===== src/shared/srg_pkg.sv =====
package srg_pkg;
   // clock rate
   localparam int unsigned CLK_KHZ = 200000;
   localparam int unsigned CLK_PERIOD_PS = 5000;
   // reset timeout, nominal with its window
   localparam int unsigned RESET_TIMEOUT_MS = 200;
   localparam int unsigned RESET_TIMEOUT_MIN_MS = 130;
   localparam int unsigned RESET_TIMEOUT_MAX_MS = 270;
   localparam int unsigned RESET_TIMEOUT_CYC = RESET_TIMEOUT_MS * CLK_KHZ;
   // longest allowed delay from trip to reset assertion
   localparam int unsigned TRIP_TO_ASSERT_US = 5;
   localparam int unsigned TRIP_TO_ASSERT_CYC = (TRIP_TO_ASSERT_US * 1000000) / CLK_PERIOD_PS;
   // supply dips up to this width are ignored (longest, rounded down)
   localparam int unsigned SUPPLY_DIP_REJECT_NS = 30;
   localparam int unsigned SUPPLY_DIP_REJECT_CYC = (SUPPLY_DIP_REJECT_NS * 1000) / CLK_PERIOD_PS;
   localparam int unsigned SUPPLY_HOLD_CYC = SUPPLY_DIP_REJECT_CYC + 1;
   // manual pulses shorter than this are ignored (least, rounded up)
   localparam int unsigned MANUAL_GLITCH_NS = 100;
   localparam int unsigned MANUAL_HOLD_CYC = (MANUAL_GLITCH_NS * 1000 + CLK_PERIOD_PS - 1) / CLK_PERIOD_PS;
   // sync depth plus filter plus margin before the released pin is trusted
   localparam int unsigned SYNC_DEPTH = 3;
   localparam int unsigned PIN_SETTLE_CYC = SYNC_DEPTH + MANUAL_HOLD_CYC + 2;
   // internal program cycle, longest
   localparam int unsigned PROGRAM_CYCLE_MS = 5;
   localparam int unsigned PROGRAM_CYCLE_CYC = PROGRAM_CYCLE_MS * CLK_KHZ;
   // wait the controller keeps before its first memory access
   localparam int unsigned POWERUP_TO_READ_WAIT_MS = 270;
   localparam int unsigned POWERUP_TO_WRITE_WAIT_MS = 270;
   // counter width
   localparam int unsigned CNT_W = 32;

   typedef enum logic [2:0] {
      SRG_SUPPLY_LOW,
      SRG_TIMEOUT,
      SRG_SETTLE,
      SRG_EXT_HOLD,
      SRG_RUN
   } srg_state_e;
endpackage


===== src/design/srg_filt.sv =====
`timescale 1ns/1ps
module srg_filt #(
   parameter int unsigned HOLD = 1,
   parameter bit INIT = 1'b0
) (
   // clock and reset
   input wire logic ref_clk,
   input wire logic nrst,
   // asynchronous level in, filtered level out
   input wire logic raw,
   output logic clean
);
   logic sync1;
   logic sync2;
   logic sync3;
   logic [srg_pkg::CNT_W-1:0] run_cnt;

   always_ff @(posedge ref_clk or negedge nrst) begin
      if (!nrst) begin
         sync1 <= INIT;
         sync2 <= INIT;
         sync3 <= INIT;
      end else begin
         sync1 <= raw;
         sync2 <= sync1;
         sync3 <= sync2;
      end
   end

   // a new level must stay put for HOLD agreed samples before it counts
   always_ff @(posedge ref_clk or negedge nrst) begin
      if (!nrst) begin
         run_cnt <= '0;
         clean <= INIT;
      end else if (sync2 != sync3 || sync3 == clean) begin
         run_cnt <= '0;
      end else if (run_cnt >= srg_pkg::CNT_W'(HOLD - 1)) begin
         run_cnt <= '0;
         clean <= sync3;
      end else begin
         run_cnt <= run_cnt + 1'b1;
      end
   end
endmodule


===== src/design/srg_supervisor.sv =====
`timescale 1ns/1ps
// Function
// - hold reset while supply is low and for the timeout after recovery
// - after the timeout stop driving the open-drain reset pin
// - assert reset within 5 us of the supply falling below trip level
// - supply dips of 30 ns or less never assert reset
// - a high-to-low manual edge on the reset pin in RUN starts a fresh timeout
// - a short external reset in RUN still yields the full 200 ms reset
// - manual pulses under 100 ns start no reset interval
// - while in reset the memory is disabled for reads and writes
// - entering reset aborts a bus transaction and refuses new ones
// - no program cycle starts in reset; a running one completes
// - each program cycle ends within 5 ms of its closing stop
// - while programming the bus is off, data released, address not acknowledged
// - only the active-low variant takes the pin as a manual input
module srg_supervisor #(
   parameter bit ACTIVE_LOW = 1'b1,
   parameter int unsigned RESET_TIMEOUT_CYC = srg_pkg::RESET_TIMEOUT_CYC,
   parameter int unsigned PROGRAM_CYCLE_CYC = srg_pkg::PROGRAM_CYCLE_CYC
) (
   // clock and reset
   input wire logic ref_clk,
   input wire logic nrst,
   // analog comparator, high while supply is below trip level
   input wire logic supply_below,
   // reset pin: level seen, value driven, drive enable
   input wire logic rst_pin_in,
   output logic rst_pin_out,
   output logic rst_pin_oe,
   // serial front end, same clock
   input wire logic bus_busy,
   input wire logic write_stop,
   // memory guard
   output logic mem_enable,
   output logic bus_enable,
   output logic bus_abort,
   output logic prog_start,
   output logic prog_busy
);
   srg_pkg::srg_state_e state;
   logic [srg_pkg::CNT_W-1:0] tmo_cnt;
   logic [srg_pkg::CNT_W-1:0] settle_cnt;
   logic [srg_pkg::CNT_W-1:0] prog_cnt;
   logic supply_low;
   logic pin_active;
   logic manual_seen;
   logic reset_cond;
   logic reset_cond_q;
   logic pin_raw;

   function automatic logic cnt_done(input logic [srg_pkg::CNT_W-1:0] cnt, input int unsigned lim);
      cnt_done = (cnt >= srg_pkg::CNT_W'(lim - 1));
   endfunction

   srg_filt #(
      .HOLD(srg_pkg::SUPPLY_HOLD_CYC),
      .INIT(1'b1)
   ) u_supply_filt (
      .ref_clk(ref_clk),
      .nrst(nrst),
      .raw(supply_below),
      .clean(supply_low)
   );

   // pin normalised so that 1 means the reset level
   assign pin_raw = ACTIVE_LOW ? ~rst_pin_in : rst_pin_in;

   srg_filt #(
      .HOLD(srg_pkg::MANUAL_HOLD_CYC),
      .INIT(1'b0)
   ) u_pin_filt (
      .ref_clk(ref_clk),
      .nrst(nrst),
      .raw(pin_raw),
      .clean(pin_active)
   );

   // only active-low parts listen to the pin
   assign manual_seen = ACTIVE_LOW && pin_active;

   // the pin reads back our own drive, so it is only trusted at the end of the settle window, in SRG_EXT_HOLD and in RUN,
   // all after a settle window once the drive was released
   always_ff @(posedge ref_clk or negedge nrst) begin
      if (!nrst) begin
         state <= srg_pkg::SRG_SUPPLY_LOW;
      end else if (supply_low) begin
         state <= srg_pkg::SRG_SUPPLY_LOW;
      end else begin
         case (state)
            srg_pkg::SRG_SUPPLY_LOW: begin
               state <= srg_pkg::SRG_TIMEOUT;
            end
            srg_pkg::SRG_TIMEOUT: begin
               if (cnt_done(tmo_cnt, RESET_TIMEOUT_CYC)) begin
                  state <= srg_pkg::SRG_SETTLE;
               end
            end
            srg_pkg::SRG_SETTLE: begin
               if (cnt_done(settle_cnt, srg_pkg::PIN_SETTLE_CYC)) begin
                  state <= manual_seen ? srg_pkg::SRG_EXT_HOLD : srg_pkg::SRG_RUN;
               end
            end
            srg_pkg::SRG_EXT_HOLD: begin
               // forced pin keeps the reset condition until it lets go
               if (!manual_seen) begin
                  state <= srg_pkg::SRG_RUN;
               end
            end
            srg_pkg::SRG_RUN: begin
               if (manual_seen) begin
                  state <= srg_pkg::SRG_TIMEOUT;
               end
            end
            default: begin
               state <= srg_pkg::SRG_SUPPLY_LOW;
            end
         endcase
      end
   end

   always_ff @(posedge ref_clk or negedge nrst) begin
      if (!nrst) begin
         tmo_cnt <= '0;
      end else if (state != srg_pkg::SRG_TIMEOUT) begin
         tmo_cnt <= '0;
      end else begin
         // full interval whatever the pin does
         tmo_cnt <= tmo_cnt + 1'b1;
      end
   end

   always_ff @(posedge ref_clk or negedge nrst) begin
      if (!nrst) begin
         settle_cnt <= '0;
      end else if (state != srg_pkg::SRG_SETTLE) begin
         settle_cnt <= '0;
      end else begin
         settle_cnt <= settle_cnt + 1'b1;
      end
   end

   // the filtered trip counts at once, so memory, bus and abort move on the same edge as the pin drive
   assign reset_cond = (state != srg_pkg::SRG_RUN) || supply_low;

   // drive while low or timing out
   always_ff @(posedge ref_clk or negedge nrst) begin
      if (!nrst) begin
         rst_pin_oe <= 1'b1;
         rst_pin_out <= ~ACTIVE_LOW;
      end else begin
         rst_pin_oe <= (state == srg_pkg::SRG_SUPPLY_LOW) || (state == srg_pkg::SRG_TIMEOUT) || supply_low;
         rst_pin_out <= ~ACTIVE_LOW;
      end
   end

   always_ff @(posedge ref_clk or negedge nrst) begin
      if (!nrst) begin
         mem_enable <= 1'b0;
         reset_cond_q <= 1'b1;
      end else begin
         mem_enable <= ~reset_cond;
         reset_cond_q <= reset_cond;
      end
   end

   always_ff @(posedge ref_clk or negedge nrst) begin
      if (!nrst) begin
         bus_abort <= 1'b0;
      end else begin
         bus_abort <= reset_cond && !reset_cond_q && bus_busy;
      end
   end

   // bus off while programming or in reset
   always_ff @(posedge ref_clk or negedge nrst) begin
      if (!nrst) begin
         bus_enable <= 1'b0;
      end else begin
         bus_enable <= !reset_cond && !prog_busy && !(write_stop && !prog_busy);
      end
   end

   // start refused in reset, running cycle never cut
   always_ff @(posedge ref_clk or negedge nrst) begin
      if (!nrst) begin
         prog_busy <= 1'b0;
         prog_start <= 1'b0;
         prog_cnt <= '0;
      end else if (prog_busy) begin
         prog_start <= 1'b0;
         if (cnt_done(prog_cnt, PROGRAM_CYCLE_CYC)) begin
            prog_busy <= 1'b0;
            prog_cnt <= '0;
         end else begin
            prog_cnt <= prog_cnt + 1'b1;
         end
      end else if (write_stop && mem_enable && !reset_cond) begin
         prog_busy <= 1'b1;
         prog_start <= 1'b1;
         prog_cnt <= '0;
      end else begin
         prog_start <= 1'b0;
      end
   end
endmodule


===== config.mk =====
export PLATFORM = sky130hd
export DESIGN_NAME = srg_supervisor
export DESIGN_NICKNAME = d
export VERILOG_FILES = /design/src/shared/srg_pkg.sv /design/src/design/srg_filt.sv /design/src/design/srg_supervisor.sv
export SDC_FILE = /design/constraint.sdc
export NUM_CORES = 1
export LEC_CHECK = 0
export ABC_CLOCK_PERIOD_IN_PS = 2800
export BUFFER_PORTS_ARGS = -buffer_cell sky130_fd_sc_hd__buf_2
export CORE_ASPECT_RATIO = 1.5
export CORE_MARGIN = 2
export CORE_UTILIZATION = 40
export CTS_BUF_LIST = sky130_fd_sc_hd__clkbuf_8 sky130_fd_sc_hd__clkbuf_16
export DETAILED_ROUTE_END_ITERATION = 6
export HOLD_SLACK_MARGIN = 0.12
export PLACE_DENSITY = 0.64
export SLEW_MARGIN = 10
export SYNTH_ARGS = -nofsm -noshare
export SYNTH_HDL_FRONTEND = slang
export SYNTH_SLANG_ARGS = --single-unit

===== constraint.sdc =====
create_clock -name ref_clk -period 2.8 [get_ports ref_clk]
set_input_delay 0.42 -clock ref_clk [delete_from_list [all_inputs] [get_ports ref_clk]]
set_output_delay 0.42 -clock ref_clk [all_outputs]
set_load 0.02 [all_outputs]

==> impl_metrics.env <==
export IMPL_vias=5279
export IMPL_worst_pin_slew_ns=0.7484
export IMPL_synth_compound_area_frac=0.08603
export IMPL_synth_edff_count=0
export IMPL_r2r_worst_path_cells=5
export IMPL_p_leak_nw=3.830
export IMPL_firstDrtPassIters=4
export IMPL_vias_per_cell=5.042
export IMPL_finalSetupTns_ns=0
export IMPL_finalCriticalPeriod_ns=2.269
export IMPL_worst_hold_path_type="in2reg"
export IMPL_diodes=0
export IMPL_die_width_um=116.7
export IMPL_netlist_top_cells_area="dfrtp_1 56%, nor2_1 4.3%, xnor2_1 3.6%, xor2_1 3.0%, nand4_1 2.3%"
export IMPL_post_route_period_util=0.8102
export IMPL_maxSlewViolCount=0
export IMPL_synth_top_family_by_area="simple AND/OR/NAND/NOR gates"
export IMPL_rsz0062_at_grt="false"
export IMPL_area_delta_synth_final_pct=16.12
export IMPL_ys_seq_area_frac=0.5855
export IMPL_grt_max_degree=65
export IMPL_core_mm2=0.01862
export IMPL_clock_skew_final_ns=0.01441
export IMPL_routabilityCongestion=0.7343
export IMPL_synthCells=707
export IMPL_crit_chain="nor3b_1 -> nand3_1 -> a2111oi_0 -> o31ai_1 -> a21oi_1"
export IMPL_run_status="complete, no violations"
export IMPL_reg2reg_slack_ns=0.53
export IMPL_dp_hpwl_um=9109
export IMPL_path_max_fanout=9
export IMPL_cts_buffers_inserted=17
export IMPL_wl_per_cell_um=13.15
export IMPL_crit_slowest_cell="a2111oi_0"
export IMPL_utilization=0.4752
export IMPL_startpoint_type="flip-flop"
export IMPL_holdBufCountCts=3
export IMPL_root_buffer="clkbuf_16"
export IMPL_grt_pass1_vias=5226
export IMPL_use_met1=0.1721
export IMPL_cts_setup_buffers=0
export IMPL_drc=0
export IMPL_seqPwrFrac=0.496
export IMPL_drive_gt1_frac=0.09434
export IMPL_synth_top_area_cell="dfrtp_1"
export IMPL_cp_top_family="compound AO/OA/AOI/OAI gates"
export IMPL_clk_latency_ns=0.44
export IMPL_synth_top_area_frac=0.5648
export IMPL_p_sw_frac=0.2743
export IMPL_end_kind="flip-flop"
export IMPL_synth_mux_area_frac=0
export IMPL_track_usage=0.1471
export IMPL_max_slew_margin_rel=0.4882
export IMPL_vdd_ir_drop_max_mv=0.4386
export IMPL_synth_xor_area_frac=0.06551
export IMPL_htree_levels=4
export IMPL_met3_usage=0.03225
export IMPL_globalRouteMet2Util=0.2546
export IMPL_p_comb_frac=0.077
export IMPL_synthAdderAreaFrac=0.01149
export IMPL_finalWirelength_um=13770
export IMPL_antenna_found_initial=0
export IMPL_critPathMaxStageDelay_ns=0.69
export IMPL_start_util=0.4092
export IMPL_grt_pass1_wl_um=23970
export IMPL_final_nets=795
export IMPL_switching_power_mw=1.510
export IMPL_cp_data_required_time_ns=3.16
export IMPL_cts_sinks=178
export IMPL_grt_busiest_layer="met2"
export IMPL_num_rows=61
export IMPL_fmax_mhz=440.8
export IMPL_synth_area_per_cell_um2=10.78
export IMPL_dieHeight_um=173.1
export IMPL_internal_power_mw=3.994
export IMPL_hold_start="write_stop"
export IMPL_fp_dieArea_mm2=0.02020
export IMPL_cts_tree="yes"
export IMPL_setup_violations=0
export IMPL_cap_violations=0
export IMPL_place_port_buffers=11
export IMPL_pwr_density_cell_mw_per_mm2=622.0
export IMPL_path_buf_inv=0
export IMPL_num_io_pins=13
export IMPL_reg2reg_to="state[0]$_DFFE_PN0P_"
export IMPL_drt_iter0_markers=307
export IMPL_finalHoldViolations=0
export IMPL_n_fill_cell=1762
export IMPL_synth_ff_type="dfrtp_1"
export IMPL_cp_arrival_ns=2.62
export IMPL_p_total_mw=5.504
export IMPL_ys_warn_count=0
export IMPL_ctsLongestPathBuffers=2
export IMPL_grt_ovfl_total=0
export IMPL_path_class="reg2reg"
export IMPL_clk_pin_slew_ns=0.07
export IMPL_ys_ff_latch=178
export IMPL_final_antenna_net_count=0
export IMPL_async_reset_ff_frac=1.000
export IMPL_yosys_area_share_simple=0.2188
export IMPL_synthDistinctLibCells=62
export IMPL_whs_path_depth=2
export IMPL_reg2reg_from="state[2]$_DFFE_PN0P_"
export IMPL_p_clk_frac=0.427
export IMPL_hold_end="bus_enable$_DFF_PN0_"
export IMPL_post_cts_resized=0
export IMPL_syn_cell_area_mm2=0.007621
worst max-delay path by stage:
stage	end	slack [ns]	cells after the start	start
finish	state[0]$_DFFE_PN0P_	0.53	5	state[2]$_DFFE_PN0P_
global route	state[1]$_DFFE_PN0P_	0.35	5	state[1]$_DFFE_PN0P_
global placement	state[1]$_DFFE_PN0P_	0.53	5	state[2]$_DFFE_PN0P_
CTS	state[1]$_DFFE_PN0P_	0.48	5	state[2]$_DFFE_PN0P_
floorplan	state[1]$_DFFE_PN0P_	0.75	7	state[2]$_DFFE_PN0P_
detailed placement	state[1]$_DFFE_PN0P_	0.50	5	state[2]$_DFFE_PN0P_
layout by cell type, fill, tap and decap left out, drive strengths merged, types with 12 or more instances in the layout:
cell type	n
clkbuf	17
nor2	87
dfrtp	172
buf	24
nand2	44
nand4	29
a21oi	12
conb	57
inv	36
o211ai	16
xor2	26
xnor2	31
nand3	34
nor4	26
and2	19
nor3	22
and3	13
o21ai	20
state kept, by name, summed over array words and instances, names as in the netlist, 3 cells and up:
register,count
u_supply_filt.run_cnt,32
state,3
prog_cnt,32
tmo_cnt,32
settle_cnt,32
u_pin_filt.run_cnt,32
per-layer routing:
metal | share of wire | routed length [um] | up-vias
li1 | - | - | 2594
met1 | 0.42 | 5825 | 2601
met3 | 0.022 | 304 | 20
met2 | 0.54 | 7395 | 64
met5 | 0 | 0 | -
met4 | 0.018 | 247 | 0
cell families (layout without fill, tap and decap cells):
logic type | count (synthesis) | in the layout
adder cells (fa/ha/maj) | 7 | 7
XOR/XNOR | 57 | 57
other | 1 | 57
flip-flops | 178 | 178
AND/OR/NAND/NOR | 313 | 313
AO/OA/AOI/OAI | 93 | 93
buffers and inverters | 58 | 90
final cells by class:
cell class              instances  area, um^2  share of cell area
flip-flops and latches        178        4462              0.5042
multi-input cells             527        3131              0.3537
clock buffers                  17       425.4             0.04807
well taps                     252       315.3             0.03563
repair buffers                 27       214.0             0.02418
clock inverters                15       186.4             0.02107
inverters                      31       116.4             0.01315
synth_stat cells (2+ instances only):
master / number
dfstp_2: 6
o221ai_1: 3
nor3b_1: 4
or4_1: 7
a2111oi_0: 2
and3_1: 13
nor4_2: 2
or3_1: 11
xnor2_1: 31
and4_1: 7
a21o_1: 2
or4_4: 2
dfrtp_1: 172
nand4_1: 28
buf_4: 2
o211ai_1: 16
nor2_1: 87
buf_6: 2
a21oi_1: 12
clkbuf_1: 18
o2111ai_1: 5
nand3_1: 34
nor3_1: 20
ha_1: 7
a22oi_1: 10
nor4_1: 23
o31ai_1: 3
nand2b_1: 4
buf_2: 4
xor2_1: 26
nand2_1: 44
and2_1: 19
a31oi_1: 4
inv_1: 30
o21ai_0: 19
a41o_1: 2
worst register-to-register path, cell delays in order, from the launching register on:
cell       delay [ns]
dfrtp_1          0.47
nor3b_1          0.53
nand3_1          0.18
a2111oi_0        0.69
o31ai_1          0.15
a21oi_1          0.17
per-stage QoR:
step / area, um^2 / hold WS [ns] / cells / setup slack [ns]
floorplan: 7831 / 0.1244 / 763 / 0.7462
global placement: 8208 / 0.3342 / 1012 / 0.5282
detailed placement: 8208 / 0.3419 / 1012 / 0.5049
CTS: 8850 / 0.1753 / 1047 / 0.4758
global route: 8850 / 0.1860 / 1047 / 0.3473
finish: 8850 / 0.1931 / 1047 / 0.5314
power by group through the flow:
stage               logic (mW)  registers [mW]  clock network, mW
floorplan                0.320            2.75                  0
finish                   0.422            2.73               2.35
global placement         0.431            2.78                  0
detailed placement       0.431            2.78                  0
CTS                      0.435            2.73               2.42
global route             0.482            2.75               2.53
Note: power is estimated with default switching activity, not from simulation.
